`src/design/sbcrw_consts.svh`:
```
`ifndef SBCRW_CONSTS_SVH
`define SBCRW_CONSTS_SVH
// Overview of operation
// - Reset held low, then stretched before release
// - Regulator below threshold issues a reset
// - Regulator overtemperature disables regulator, sets flag
// - Early or missing watchdog clear resets host
// - First half of watchdog period is closed
// - Grounded config pin in Reset disables watchdog
// - Open config pin selects fallback timebase, flagged
// - Prescaler from timing register multiplies timebase
// - Normal Request timeout enters Reset, then returns
// - Filtered external reset holds Reset, no stretch
// - Stop wake interrupts; Sleep wake resets host
// - Chip select rise wakes Stop silently
// - Direct wake needs enable; level readable
// - Multiplexed wake input ignored in low power
// - Cyclic sense pulses switch, wakes on change
// - Cyclic sense and forced wake mutually exclusive
// - Bus wake needs long dominant then release
// - Reset pin in Stop wakes, no interrupt
// - Bus driver resumes after fault gone and read
// - Interrupts for supply and temperature events
// - Interrupt line low until read acknowledges
// - Power-up enters Reset, then Normal Request, or Normal with config pin grounded

// Clock rate in kHz
`define SBCRW_CLK_KHZ         10000
// Reset stretch after the cause clears, in microseconds
`define SBCRW_RST_STRETCH_US  1000
// Normal Request mode timeout, in milliseconds
`define SBCRW_NREQ_TIMEOUT_MS 150
// Fallback watchdog timebase, in milliseconds
`define SBCRW_WD_FALLBACK_MS  150
// Mode select encodings
`define SBCRW_MODE_NORMAL     2'h0
`define SBCRW_MODE_SLEEP      2'h1
`define SBCRW_MODE_STOP       2'h2
// Cycles at the end of a cyclic period with the switch on
`define SBCRW_SENSE_CYC       4
`endif

```
`src/design/sbcrw_pkg.sv`:
```
package sbcrw_pkg;
    // Operating modes, Gray coded along power-up, normal and stop path
    typedef enum logic [2:0] {
        SBCRW_RESET  = 3'h0,
        SBCRW_NREQ   = 3'h1,
        SBCRW_NORMAL = 3'h3,
        SBCRW_STOP   = 3'h2,
        SBCRW_SLEEP  = 3'h6
    } sbcrw_mode_t;

    // Timing control fields
    typedef struct packed {
        logic [1:0] prescale;                  // Watchdog divider, shift 0..3
        logic       cyclic_or_watchdog_select; // Enables cyclic or forced wake
        logic [2:0] period_select_bits;        // Low-power period, units minus one
    } sbcrw_timing_control_reg_t;

    // Watchdog status
    typedef struct packed {
        logic watchdog_off_flag;  // Config pin grounded
        logic timebase_fallback;  // Config pin open
    } sbcrw_watchdog_status_reg_t;

    // Wake-up status
    typedef struct packed {
        logic wake_input_level;   // Current wake input level
        logic src_wake_input;     // Direct or cyclic wake seen
        logic src_bus;            // Bus wake seen
        logic src_forced;         // Forced wake seen
    } sbcrw_wakeup_status_reg_t;

    // Pending interrupt sources
    typedef struct packed {
        logic undervolt;
        logic overvolt;
        logic ot_prewarn;
        logic hs_overtemp;
        logic wakeup;
    } sbcrw_irq_t;
endpackage

```
`src/design/sbcrw_filter.sv`:
```
`timescale 1ns/100ps
// Two-stage synchroniser followed by a stability filter per bit
module sbcrw_filter #(
    parameter int         W        = 1,   // Number of bits
    parameter int         FILT_CYC = 1,   // Cycles a new level must stay
    parameter logic [W-1:0] INIT   = '0   // Level shown during reset
) (
    input  wire logic         mclk,      // Clock
    input  wire logic         arst_n,    // Async reset, active low
    input  wire logic [W-1:0] din,       // Asynchronous inputs
    output logic      [W-1:0] dout       // Filtered, synchronous outputs
);
    localparam int CNW = $clog2(FILT_CYC + 1);
    localparam logic [CNW-1:0] LIM = CNW'(FILT_CYC - 1);

    genvar i;
    generate
        for (i = 0; i < W; i++) begin : g_bit
            logic           s1;          // First stage, read only by s2
            logic           s2;          // Second stage
            logic [CNW-1:0] cnt;         // Stability count

            // Output only moves after the level held for FILT_CYC cycles
            always_ff @(posedge mclk or negedge arst_n) begin
                if (!arst_n) begin
                    s1      <= INIT[i];
                    s2      <= INIT[i];
                    cnt     <= '0;
                    dout[i] <= INIT[i];
                end else begin
                    s1 <= din[i];
                    s2 <= s1;
                    if (s2 == dout[i]) begin
                        cnt <= '0;
                    end else if (cnt == LIM) begin
                        dout[i] <= s2;
                        cnt     <= '0;
                    end else begin
                        cnt <= cnt + 1'b1;
                    end
                end
            end
        end
    endgenerate
endmodule // sbcrw_filter

```
`src/design/sbcrw_top.sv`:
```
`timescale 1ns/100ps
`include "sbcrw_consts.svh"
module sbcrw_top #(
    parameter int unsigned RST_STRETCH_CYC = `SBCRW_RST_STRETCH_US * `SBCRW_CLK_KHZ / 1000,
    parameter int unsigned NREQ_CYC        = `SBCRW_NREQ_TIMEOUT_MS * `SBCRW_CLK_KHZ,
    parameter int unsigned WD_FALLBACK_CYC = `SBCRW_WD_FALLBACK_MS * `SBCRW_CLK_KHZ,
    parameter int unsigned WD_BASE_CYC     = 100000,  // Resistor-set timebase
    parameter int unsigned CYC_UNIT_CYC    = 100000,  // Low-power period unit
    parameter int unsigned BUS_MIN_CYC     = 1000,    // Minimum dominant for bus wake
    parameter int          RST_FILT_CYC    = 30,      // Reset pin glitch filter
    parameter int          CW              = 24       // Timer width
) (
    input  wire logic                mclk,                // Always-on oscillator clock
    input  wire logic                arst_n,              // Async reset, active low
    input  wire logic                vdd_low_pin,         // Regulator below reset threshold
    input  wire logic                reg_overtemp_pin,    // Regulator overtemperature
    input  wire logic                supply_uv_pin,       // Supply below undervolt threshold
    input  wire logic                supply_ov_pin,       // Supply above overvolt threshold
    input  wire logic                reg_prewarn_pin,     // Regulator temperature prewarning
    input  wire logic                hs_overtemp_pin,     // Switch overtemperature shutdown
    input  wire logic                bus_fault_pin,       // Bus fault disabling the driver
    input  wire logic                bus_overcurrent_pin, // Bus overcurrent
    input  wire logic                wdcfg_grounded_pin,  // Config pin sensed grounded
    input  wire logic                wdcfg_open_pin,      // Config pin sensed open
    input  wire logic                wake_input,          // Wake input level
    input  wire logic                bus_rx,              // Bus receiver, low is dominant
    input  wire logic                cs_n,                // Chip select, active low
    input  wire logic                rst_pin_i,           // Reset pin level
    output logic                     rst_pin_o,           // Reset pin drive level
    output logic                     rst_pin_oe,          // Reset pin drive enable
    input  wire logic                mode_wr,             // Mode register write strobe
    input  wire logic [1:0]          mode_select_bits,    // Written mode bits
    input  wire sbcrw_pkg::sbcrw_timing_control_reg_t timing_control_reg, // Timing control
    input  wire logic                wake_input_enable,   // Direct wake enable
    input  wire logic [1:0]          high_side_switch,    // Switch enables
    input  wire logic                amux_wake_sel,       // Wake input on analog mux
    input  wire logic                irq_ack_rd,          // Interrupt acknowledge read
    input  wire logic                bus_status_rd,       // Bus status register read
    output logic                     irq_n,               // Interrupt line, active low
    output logic                     regulator_enable,    // Regulator on
    output logic                     regulator_overtemp_flag, // Sticky overtemp flag
    output logic [1:0]               hs_sense_drive,      // Cyclic sense switch pulses
    output logic                     bus_driver_enable,   // Bus transmitter enabled
    output logic                     bus_overcurrent_flag,// Sticky overcurrent flag
    output sbcrw_pkg::sbcrw_mode_t   op_mode,             // Current mode
    output sbcrw_pkg::sbcrw_watchdog_status_reg_t   watchdog_status_reg, // Watchdog status
    output sbcrw_pkg::sbcrw_wakeup_status_reg_t   wakeup_status_reg,   // Wake-up status
    output sbcrw_pkg::sbcrw_irq_t    irq_src              // Pending interrupts
);
    import sbcrw_pkg::*;

    localparam logic [CW-1:0] STRETCH_LIM = CW'(RST_STRETCH_CYC - 1);
    localparam logic [CW-1:0] NREQ_LIM    = CW'(NREQ_CYC - 1);
    localparam logic [CW-1:0] WD_FB       = CW'(WD_FALLBACK_CYC);
    localparam logic [CW-1:0] WD_BASE     = CW'(WD_BASE_CYC);
    localparam logic [CW-1:0] CYC_UNIT    = CW'(CYC_UNIT_CYC);
    localparam logic [CW-1:0] BUS_MIN     = CW'(BUS_MIN_CYC);
    localparam logic [CW-1:0] SENSE       = CW'(`SBCRW_SENSE_CYC);

    logic [12:0]   sync_v;        // Synchronised plain inputs
    logic          rst_filt;      // Filtered reset pin, low is asserted
    logic          s_vdd_low;     // Synced regulator low
    logic          s_reg_ot;      // Synced regulator overtemp
    logic          s_uv;          // Synced undervolt
    logic          s_ov;          // Synced overvolt
    logic          s_prewarn;     // Synced prewarning
    logic          s_hs_ot;       // Synced switch overtemp
    logic          s_bus_fault;   // Synced bus fault
    logic          s_bus_oc;      // Synced overcurrent
    logic          s_wd_gnd;      // Synced config grounded
    logic          s_wd_open;     // Synced config open
    logic          s_wake;        // Synced wake input
    logic          s_rx;          // Synced bus receiver
    logic          s_cs_n;        // Synced chip select
    sbcrw_mode_t   mode;          // Current mode
    sbcrw_mode_t   next_mode;     // Next mode
    logic [CW-1:0] tmr;           // Reset stretch and Normal Request timer
    logic          int_pending;   // Reset entered by an internal cause
    logic [CW-1:0] wd_cnt;        // Watchdog position in its period
    logic [CW-1:0] cyc_cnt;       // Low-power period position
    logic [CW-1:0] dom_cnt;       // Dominant bus length
    logic          wake_ref;      // Wake input level at last reference
    logic          amux_lat;      // Analog mux selection at low-power entry
    logic [4:0]    prev;          // Previous levels for edge detection
    logic          uv_q;          // Previous undervolt level

    // Plain pins through two flops and a one-cycle filter
    sbcrw_filter #(.W(13), .FILT_CYC(1), .INIT(13'h1803)) u_sync (
        .mclk   (mclk),
        .arst_n (arst_n),
        .din    ({cs_n, bus_rx, wake_input, wdcfg_open_pin, wdcfg_grounded_pin,
                  bus_overcurrent_pin, bus_fault_pin, hs_overtemp_pin, reg_prewarn_pin,
                  supply_ov_pin, supply_uv_pin, reg_overtemp_pin, vdd_low_pin}),
        .dout   (sync_v)
    );

    // Own drive is ORed in so that only an outside low is seen
    sbcrw_filter #(.W(1), .FILT_CYC(RST_FILT_CYC), .INIT(1'b1)) u_rstf (
        .mclk   (mclk),
        .arst_n (arst_n),
        .din    (rst_pin_i | rst_pin_oe),
        .dout   (rst_filt)
    );

    assign {s_cs_n, s_rx, s_wake, s_wd_open, s_wd_gnd, s_bus_oc, s_bus_fault,
            s_hs_ot, s_prewarn, s_ov, s_uv, s_reg_ot, s_vdd_low} = sync_v;

    // Mode and command decode
    wire in_reset   = (mode == SBCRW_RESET);
    wire in_nreq    = (mode == SBCRW_NREQ);
    wire in_normal  = (mode == SBCRW_NORMAL);
    wire in_stop    = (mode == SBCRW_STOP);
    wire in_sleep   = (mode == SBCRW_SLEEP);
    wire low_power  = in_stop | in_sleep;
    wire cmd_normal = mode_wr & (mode_select_bits == `SBCRW_MODE_NORMAL);
    wire cmd_stop   = mode_wr & (mode_select_bits == `SBCRW_MODE_STOP);
    wire cmd_sleep  = mode_wr & (mode_select_bits == `SBCRW_MODE_SLEEP);
    wire ext_low    = ~rst_filt;

    // Watchdog period: fallback or resistor timebase, shifted by prescaler
    wire [CW-1:0] wd_base   = watchdog_status_reg.timebase_fallback ? WD_FB : WD_BASE;
    wire [CW-1:0] wd_period = wd_base << timing_control_reg.prescale;
    wire [CW-1:0] wd_half   = wd_period >> 1;
    wire wd_active  = in_normal & ~watchdog_status_reg.watchdog_off_flag;
    wire wd_early   = wd_active & cmd_normal & (wd_cnt < wd_half);
    wire wd_ok      = wd_active & cmd_normal & ~wd_early;
    wire wd_expire  = wd_active & (wd_cnt == wd_period - 1'b1);
    wire wd_fail    = wd_early | wd_expire;

    // Normal Request timeout, only if no normal command arrives in time
    wire nreq_to    = in_nreq & (tmr == NREQ_LIM) & ~cmd_normal;

    // Low-power wake sources
    wire tsel       = timing_control_reg.cyclic_or_watchdog_select;
    wire cyclic_on  = tsel & wake_input_enable & (|high_side_switch);
    wire forced_on  = tsel & (high_side_switch == 2'h0);
    wire [CW-1:0] cyc_period = CYC_UNIT * (CW'(timing_control_reg.period_select_bits) + 1'b1);
    wire cyc_end    = low_power & (cyc_cnt == cyc_period - 1'b1);
    wire wake_usable = wake_input_enable & ~amux_lat;
    wire wake_diff  = (s_wake != wake_ref);
    wire direct_wk  = low_power & wake_usable & ~cyclic_on & wake_diff;
    wire cyclic_wk  = cyc_end & cyclic_on & wake_usable & wake_diff;
    wire forced_wk  = cyc_end & forced_on;
    wire bus_wk     = low_power & s_rx & ~prev[1] & (dom_cnt > BUS_MIN);
    wire cs_wk      = in_stop & s_cs_n & ~prev[0];
    wire src_wk     = direct_wk | cyclic_wk | forced_wk | bus_wk;
    wire sleep_wk   = in_sleep & src_wk;
    wire stop_wk    = in_stop & (src_wk | cs_wk);

    // Internal reset causes, each stretched on release
    wire int_cause  = s_vdd_low | s_reg_ot | wd_fail | nreq_to | sleep_wk;
    wire stretch_ok = ~int_pending | (tmr == STRETCH_LIM);
    wire after_rst  = watchdog_status_reg.watchdog_off_flag;

    // Next mode; any reset cause overrides everything else
    always_comb begin
        next_mode = mode;
        if (int_cause | ext_low) begin
            next_mode = SBCRW_RESET;
        end else begin
            case (mode)
                SBCRW_RESET: begin
                    if (stretch_ok) begin
                        next_mode = after_rst ? SBCRW_NORMAL : SBCRW_NREQ;
                    end
                end
                SBCRW_NREQ: begin
                    if (cmd_normal) begin
                        next_mode = SBCRW_NORMAL;
                    end
                end
                SBCRW_NORMAL: begin
                    if (cmd_stop) begin
                        next_mode = SBCRW_STOP;
                    end else if (cmd_sleep) begin
                        next_mode = SBCRW_SLEEP;
                    end
                end
                SBCRW_STOP: begin
                    if (stop_wk) begin
                        next_mode = after_rst ? SBCRW_NORMAL : SBCRW_NREQ;
                    end
                end
                default: begin
                    next_mode = mode;
                end
            endcase
        end
    end

    // Mode register and mode timer; timer restarts on each change or cause
    always_ff @(posedge mclk or negedge arst_n) begin
        if (!arst_n) begin
            mode        <= SBCRW_RESET;
            tmr         <= '0;
            int_pending <= 1'b1;
        end else begin
            mode <= next_mode;
            if ((next_mode != mode) | int_cause | ext_low) begin
                tmr <= '0;
            end else begin
                tmr <= tmr + 1'b1;
            end
            if (int_cause) begin
                int_pending <= 1'b1;
            end else if (next_mode != SBCRW_RESET) begin
                int_pending <= 1'b0;
            end
        end
    end

    // Watchdog: config sensed only in Reset; counter runs in Normal only
    always_ff @(posedge mclk or negedge arst_n) begin
        if (!arst_n) begin
            watchdog_status_reg <= '0;
            wd_cnt              <= '0;
        end else begin
            if (in_reset) begin
                watchdog_status_reg.watchdog_off_flag <= s_wd_gnd;
                watchdog_status_reg.timebase_fallback <= s_wd_open & ~s_wd_gnd;
            end
            if (~wd_active | wd_ok) begin
                wd_cnt <= '0;
            end else begin
                wd_cnt <= wd_cnt + 1'b1;
            end
        end
    end

    // Low-power timers, references and sense pulses
    always_ff @(posedge mclk or negedge arst_n) begin
        if (!arst_n) begin
            cyc_cnt        <= '0;
            dom_cnt        <= '0;
            wake_ref       <= 1'b0;
            amux_lat       <= 1'b0;
            hs_sense_drive <= 2'h0;
            prev           <= 5'h3;
        end else begin
            prev <= {s_hs_ot, s_prewarn, s_ov, s_rx, s_cs_n};
            cyc_cnt <= (~low_power | cyc_end) ? '0 : cyc_cnt + 1'b1;
            // Dominant length saturates so a stuck bus cannot wrap around
            if (~low_power | s_rx) begin
                dom_cnt <= '0;
            end else if (dom_cnt != '1) begin
                dom_cnt <= dom_cnt + 1'b1;
            end
            if (in_normal & (cmd_stop | cmd_sleep)) begin
                amux_lat <= amux_wake_sel;
                wake_ref <= s_wake;
            end else if (cyc_end) begin
                wake_ref <= s_wake;
            end
            // Switch is pulsed for the last few cycles before each sample
            hs_sense_drive <= (low_power & cyclic_on & (cyc_cnt >= cyc_period - SENSE))
                              ? high_side_switch : 2'h0;
        end
    end

    // Interrupts are only recorded in Normal Request, Normal and Stop with reset released
    wire irq_ok = (in_nreq | in_normal | in_stop) & ~rst_pin_oe;
    sbcrw_irq_t irq_set;
    assign irq_set.undervolt   = irq_ok & s_uv & ~uv_q;
    assign irq_set.overvolt    = irq_ok & s_ov & ~prev[2];
    assign irq_set.ot_prewarn  = irq_ok & s_prewarn & ~prev[3];
    assign irq_set.hs_overtemp = irq_ok & s_hs_ot & ~prev[4];
    assign irq_set.wakeup      = in_stop & src_wk;

    // Sticky flags: a set in the clearing cycle wins
    always_ff @(posedge mclk or negedge arst_n) begin
        if (!arst_n) begin
            uv_q                    <= 1'b0;
            irq_src                 <= '0;
            wakeup_status_reg       <= '0;
            regulator_overtemp_flag <= 1'b0;
            bus_overcurrent_flag    <= 1'b0;
        end else begin
            uv_q    <= s_uv;
            irq_src <= irq_set | (irq_ack_rd ? '0 : irq_src);
            wakeup_status_reg.wake_input_level <= s_wake;
            wakeup_status_reg.src_wake_input <= direct_wk | cyclic_wk |
                (~irq_ack_rd & wakeup_status_reg.src_wake_input);
            wakeup_status_reg.src_bus    <= bus_wk |
                (~irq_ack_rd & wakeup_status_reg.src_bus);
            wakeup_status_reg.src_forced <= forced_wk |
                (~irq_ack_rd & wakeup_status_reg.src_forced);
            regulator_overtemp_flag <= s_reg_ot |
                (~irq_ack_rd & regulator_overtemp_flag);
            bus_overcurrent_flag <= s_bus_oc |
                (~bus_status_rd & bus_overcurrent_flag);
        end
    end

    // Regulator, bus driver and reset pin drive
    always_ff @(posedge mclk or negedge arst_n) begin
        if (!arst_n) begin
            regulator_enable  <= 1'b0;
            bus_driver_enable <= 1'b1;
            rst_pin_oe        <= 1'b1;
        end else begin
            regulator_enable <= (next_mode != SBCRW_SLEEP) & ~s_reg_ot;
            // Overcurrent alone never touches the driver
            if (s_bus_fault) begin
                bus_driver_enable <= 1'b0;
            end else if (bus_status_rd) begin
                bus_driver_enable <= 1'b1;
            end
            // An outside-held reset is not echoed, so the pin stays visible to the filter
            rst_pin_oe <= (next_mode == SBCRW_RESET) & (int_cause | int_pending | ~ext_low);
        end
    end

    assign rst_pin_o = 1'b0;
    assign irq_n     = ~(|irq_src);
    assign op_mode   = mode;
endmodule // sbcrw_top
```
`config.mk`:
```
export PLATFORM = sky130hd
export DESIGN_NAME = sbcrw_top
export DESIGN_NICKNAME = d
export VERILOG_FILES = /design/src/design/sbcrw_pkg.sv /design/src/design/sbcrw_filter.sv /design/src/design/sbcrw_top.sv
export VERILOG_INCLUDE_DIRS = /design/src /design/src/design
export SDC_FILE = /design/constraint.sdc
export NUM_CORES = 1
export LEC_CHECK = 0
export BUFFER_PORTS_ARGS = -buffer_cell sky130_fd_sc_hd__buf_2
export CAP_MARGIN = 0
export CELL_PAD_IN_SITES_DETAIL_PLACEMENT = 0
export CELL_PAD_IN_SITES_GLOBAL_PLACEMENT = 1
export CORE_ASPECT_RATIO = 0.6
export CORE_MARGIN = 3
export CORE_UTILIZATION = 49
export DETAILED_ROUTE_END_ITERATION = 8
export GPL_TIMING_DRIVEN = 1
export MAX_ROUTING_LAYER = met4
export PLACE_DENSITY_LB_ADDON = 0.2
export RECOVER_POWER = 25
export SLEW_MARGIN = 20
export SYNTH_ARGS = -nofsm -noshare
export SYNTH_HDL_FRONTEND = slang
export SYNTH_HIERARCHICAL = 1
export SYNTH_SLANG_ARGS = --single-unit
```
`constraint.sdc`:
```
create_clock -name mclk -period 4.3 [get_ports mclk]
set_input_delay 0.215 -clock mclk [delete_from_list [all_inputs] [get_ports mclk]]
set_output_delay 0.215 -clock mclk [all_outputs]
set_load 0.02 [all_outputs]
```
==> results of run 1 <==
area by class of cell:
type / count / area [sq um]
sequential: 173 / 4354
tap: 266 / 332.8
inverter: 44 / 167.7
clock inverter: 14 / 131.4
timing repair buffer: 128 / 955.9
clock buffer: 18 / 439.2
multi-input combinational: 730 / 5404
fill: 1600 / 7490
final timing paths:
kind,startpoint,endpoint,depth (start not counted)
min,amux_wake_sel,amux_lat,2
max reg2reg,watchdog_status_reg[0],tmr[4],12
max,timing_control_reg[0],rst_pin_oe,24
min reg2reg,u_sync/g_bit[10].s1,u_sync/g_bit[10].s2,0
min in group asynchronous,arst_n,cyc_cnt[15],2
max in group asynchronous,arst_n,op_mode[2],2
synth_stat cells (all sizes together) (2+ instances only):
library cell	number
o2111ai	2
xnor2	54
inv	44
a21o	16
o32ai	4
nor4	13
o32a	2
mux2i	6
o2bb2ai	2
o221ai	3
dfstp	20
nand2b	11
a41o	2
and2	8
a211o	3
a41oi	2
nor3b	3
nand3	42
nand4b	3
clkbuf	37
or3	3
a2bb2oi	2
nor2	125
a221oi	4
and4	11
nand4	31
a211oi	7
mux2	4
buf	8
nor2b	11
nand2	67
xor2	73
a21oi	20
ha	68
a31oi	8
and3	22
or2	6
dfrtp	153
nor3	38
nand3b	6
a2111oi	2
nor4b	6
o21ai	23
o21a	3
cells in the final DEF, fill, tap and decap left out, drive strengths merged, types with 3 or more instances in the layout:
cell,count
nor2,125
a211oi,7
dfrtp,153
nand2b,11
o21ai,23
clkinv,4
a211o,3
nor4b,6
or3,3
nand3,42
and2,8
nor2b,11
nor3b,3
dfstp,20
dlygate4sd3,15
clkbuf,23
nand3b,6
nand4,31
nand4b,3
nand2,67
mux2i,6
o21a,3
a21oi,20
ha,68
xnor2,54
o32ai,4
a21o,16
or2,6
nor4,13
a31oi,8
inv,50
xor2,73
buf,108
a221oi,4
clkinvlp,4
and3,22
nor3,38
and4,11
o221ai,3
mux2,4
cell families (layout without fill, tap and decap cells):
| group | after synthesis | after routing | share of synthesized area |
|---|---|---|---|
| xor gates and xnor gates | 128 | 128 | 0.1198 |
| other | 1 | 1 | 0.0003844 |
| DFF | 173 | 173 | 0.4463 |
| and+or+nand+nor | 411 | 411 | 0.2180 |
| muxes | 10 | 10 | 0.01116 |
| AOI/OAI and AO/OA | 112 | 112 | 0.08055 |
| adders and majority gates | 68 | 68 | 0.08721 |
| buffers and inverters | 89 | 204 | 0.03655 |
per-stage QoR:
step | hold slack, ns | std cells | total power [uW]
3_3_place_gp | 0.3202 | 1315 | 2359
5_1_grt | 0.01752 | 1373 | 4040
3_5_place_dp | 0.3251 | 1315 | 2366
2_1_floorplan | -0.08059 | 992 | 2147
4_1_cts | 0.007708 | 1362 | 3870
6_report | 0.03701 | 1373 | 3860
power breakdown:
| group | total (uW) | internal (uW) | switching [uW] |
|---|---|---|---|
| clock network | 1480 | 779 | 699 |
| registers | 1750 | 1700 | 53.0 |
| logic | 632 | 298 | 333 |
| total | 3860 | 2770 | 1090 |
routing by layer:
layer | share of wire | track usage | wire length [um]
met5 | 0 | - | 0
met4 | 0.0097 | 0.04446 | 216
met3 | 0.047 | 0.04723 | 1055
met2 | 0.38 | 0.2811 | 8558
met1 | 0.56 | 0.3498 | 12470
timing repair:
item | CTS | global route
gates resized for setup | 0 | 32
hold endpoints to repair | 98 | 0
pin swaps | 2 | 29
endpoints found under the setup margin | 2 | 31
setup buffers | 0 | 11
hold buffers | 15 | 0
==> run metrics, run 1 <==
Worst Tran Pin Value 2.481 ns; Max-slew headroom -0.6539; Max Clock Skew 0.01487 ns; critical-path cell list buf_12 -> ha_4 -> xnor2_4 -> inv_2 -> ha_4 -> ha_4 -> ha_4 -> nand2_4 -> o311ai_4 -> buf_6 -> nand4_1 -> mux2i_1 -> a211oi_2 -> nor4_4 -> buf_4 -> xnor2_2 -> ha_1 -> nand4_1 -> nor3_4 -> nand2_2 -> or3_4 -> a21oi_4 -> o32a_1 -> a41o_1; number of CTS-inserted buffers 17; Gate Count Post-Synth 992; Placement Setup Slack -0.4293 ns; critical path peak fanout 6; Final WS setup -0.1159 ns; PortBufs 52; failing checks capacitance limit, slew limit, setup timing; largest net degree at the start of global routing 97; Die Wd 188.2 um; worst path bufs/invs 4; 1st-pass router iterations 5; first-pass GRT wire length 36.87 mm; CTS Sinks 173; cell area after layout 11790 sq um; run status complete, but fails checks; Critical Path End Type register; setup_tns -0.3108 ns; DP HPWL 16.18 mm; Slowest-stage cell, CP or3_4; Max VDD drop 0.3542 mV; Max Buffers Root-to-Sink 2; fmax 0.2265 GHz; CTS tree done; Final Hold Vio Count 0; global placer's final weighted congestion 0.8865; sequential-to-total area share from yosys stat 0.4463; row cnt 39; Netlist cell types 72; antenna viol nets, final 0; top cells by area, synth dfrtp_1 39%, ha_1 8.7%, xor2_1 6.6%; family with the most delay on the worst path simple AND/OR/NAND/NOR gates; WL/cell 16.24 um; global-route usage over all layers 0.2200; DR vias/cell 5.339; Reg clk slew, reported paths 0.07 ns; fin crit period 4.416 ns; worst skew pair latency 0.43 ns; initial DRC count 504; most used flip-flop cell after synthesis dfrtp_1; Util after Layout 0.6114; htree depth 4; Pins Over Slew Limit 96; CP peak stage delay 0.40 ns; antenna violations before repair 0; Mapped Avg Cell Area 9.834 sq um; cell taking the most area after synthesis dfrtp_1; fraction of layout cells with a size suffix above 1 0.2069; WL final 22.30 mm; remaining global-route overflow 0; RSZ-0062 raised after global routing yes; CP startpoint kind input pin; Inserted Diodes 0; number of global-route vias before repair 6947; die footprint 21690 sq um; critical path arrival 4.78 ns; Lkg Pwr 0.005173 uW; fraction of registers with async set/reset 1.000; post-synthesis cell area 9756 sq um; Required @ worst endpoint 4.67 ns; root buf cell clkbuf_16; Yosys top cell area share 0.3925; initial core utilization 0.5061; flop2flop setup slack 0.44 ns; Most Frequent Cell on Critical Path ha_4; PD cells 327.5 nW/um^2; Via Count 7331; CORE AREA 19270 sq um; maxcap violations 1; num ports 54; Setup CP Type in -> reg; Post-synth EDFFs 0; post-placement cell area 10880 sq um; YS warnings 6; syn nets 1091; drc violations 0; period utilization 1.027; chip height 115.3 um; Layout area overhead 20.80%; worst min path class in -> reg; Yosys reg bits 173; setup violators final 4; nets 1193
(Power assumes the default switching activity.)
==> run 2: changes to the inputs <==
Settings changed: BUFFER_PORTS_ARGS -buffer_cell sky130_fd_sc_hd__buf_2 to not set, CORE_UTILIZATION 49 to 51, DONT_BUFFER_PORTS set to 1.
==> run metrics, run 2 (synthesized netlist as in run 1, its figures left out) <==
run status complete, but fails checks; failing checks capacitance limit, slew limit; setup_tns 0 ns; reg2reg path depth 12; num ports 54; die footprint 20880 sq um; flop2flop setup slack 0.98 ns; CTS Sinks 173; Layout area overhead 16.03%; Slowest-stage cell, CP a2bb2oi_1; worst path bufs/invs 3; worst min path class in -> reg; row cnt 38; R2R Path End tmr[2]; WL final 21.82 mm; initial core utilization 0.5302; Most Frequent Cell on Critical Path ha_4; fraction of layout cells with a size suffix above 1 0.1522; first-pass GRT wire length 36.52 mm; CP peak stage delay 0.37 ns; Lkg Pwr 0.004897 uW; WL/cell 16.97 um; DP HPWL 15.80 mm; number of CTS-inserted buffers 17; antenna viol nets, final 0; CTS tree done; remaining global-route overflow 0; commonest non-fill, non-tap cells in the layout 153 x dfrtp_1, 125 x nor2_1, 73 x xor2_1; family with the most delay on the worst path compound AO/OA/AOI/OAI gates; setup violators final 0; Max Buffers Root-to-Sink 2; most common cell after layout, fill and taps aside dfrtp_1; # fillers 1525; hold depth 2; Required @ worst endpoint 4.67 ns; CORE AREA 18400 sq um; antenna violations before repair 0; Final Hold Vio Count 0; post-placement cell area 10510 sq um; period utilization 0.9562; root buf cell clkbuf_16; Die Wd 184.6 um; Multi-input gate area 5335 sq um; Via Count 7165; Final WS setup 0.1881 ns; Max-slew headroom -0.5525; number of global-route vias before repair 6838; Reg clk slew, reported paths 0.07 ns; maxcap violations 1; critical path peak fanout 10; DR vias/cell 5.572; Tot Pwr 3819 uW; Placement Setup Slack -0.2307 ns; worst skew pair latency 0.44 ns; PD cells 337.4 nW/um^2; fmax 0.2432 GHz; initial DRC count 521; Max Clock Skew 0.01158 ns; nets 1131; Worst Tran Pin Value 2.329 ns; register area 4354 sq um; Setup CP Type in -> reg; drc violations 0; htree depth 4; Util after Layout 0.6152; Critical Path End Type register; cell area after layout 11320 sq um; Max VDD drop 0.2693 mV; global placer's final weighted congestion 0.8965; CP startpoint kind input pin; critical-path cell list ha_4 -> xnor2_4 -> inv_2 -> ha_4 -> ha_4 -> ha_4 -> nand2_1 -> o311ai_4 -> or2_4 -> a31oi_4 -> buf_4 -> o21ai_0 -> o221ai_1 -> a211oi_1 -> ha_1 -> nand4_1 -> nor3_2 -> buf_4 -> a2bb2oi_2 -> o221ai_1 -> a31oi_1 -> a2bb2oi_1 -> a41o_1; hold endpoint irq_src[3]; worst hold start irq_ack_rd; fin crit period 4.112 ns; largest net degree at the start of global routing 174; PortBufs 0; 1st-pass router iterations 5; worst r2r src watchdog_status_reg[0]; Pins Over Slew Limit 174; RSZ-0062 raised after global routing yes; chip height 113.1 um; global-route usage over all layers 0.2266; critical path arrival 4.48 ns
run 2: cell types whose count changed in the layout (fill, tap and decap cells not counted), moves of 4 or more:
cell / delta
buf_4: -14
clkinvlp_4: -4
dlygate4sd3_1: +5
buf_2: -43
clkbuf_1: -4
run 2: layout make-up:
cell class / count / area share
multi-input combinational: 730 / 0.4713
sequential: 173 / 0.3847
timing repair buffer: 66 / 0.05151
clock buffer: 17 / 0.03758
tap: 240 / 0.02653
inverter: 44 / 0.01481
clock inverter: 15 / 0.01337
antenna: 1 / 0.0002211
run 2: power by group:
| group | internal [uW] | total [uW] | leakage [uW] | switching (uW) |
|---|---|---|---|---|
| Sequential | 1700 | 1760 | 0.00225 | 63.6 |
| Clock | 774 | 1500 | 0.000287 | 727 |
| Combinational | 258 | 558 | 0.00236 | 300 |
| Total | 2730 | 3820 | 0.00490 | 1090 |
run 2: worst reg2reg max path: cells and delay by family, from the launching register on:
| family | cells | cell delay [ns] |
|---|---|---|
| muxes | 1 | 0.21 |
| adders and majority gates | 2 | 0.89 |
| buffers and inverters | 2 | 0.30 |
| and+or+nand+nor | 4 | 0.75 |
| AOI/OAI and AO/OA | 3 | 0.74 |
| DFF | 1 | 0.34 |
run 2: how the worst max path moves through the flow:
stage / start / to / slack (ns) / depth (start not counted)
floorplan: timing_control_reg[0] / int_pending / -0.12 / 21
global placement: timing_control_reg[0] / int_pending / -0.12 / 21
detailed placement: timing_control_reg[0] / rst_pin_oe / -0.23 / 21
CTS: timing_control_reg[0] / rst_pin_oe / 0.20 / 21
global route: timing_control_reg[0] / irq_src[0] / -0.01 / 21
finish: timing_control_reg[0] / int_pending / 0.19 / 23
run 2: metrics by stage:
step | instances | hold slack (ns)
3_5_place_dp | 1231 | -0.07159
5_1_grt | 1285 | 0.03657
6_report | 1286 | 0.02123
2_1_floorplan | 992 | -0.08059
3_3_place_gp | 1231 | -0.07198
4_1_cts | 1284 | 0.01922
run 2: what timing repair did:
action                                  CTS  global route
endpoints found under the setup margin    0             6
resized for setup                         0             3
setup buffers                             0             1
hold endpoints to repair                197             0
hold buffers                             21             0
run 2: routing by layer:
metal | vias to the layer above | share of wire | GRT usage | wire (um)
li1 | 3536 | - | - | -
met5 | - | 0 | - | 0
met1 | 3462 | 0.57 | 0.3674 | 12350
met4 | 0 | 0.0080 | 0.04429 | 174
met2 | 152 | 0.37 | 0.2798 | 8152
met3 | 15 | 0.052 | 0.05557 | 1144
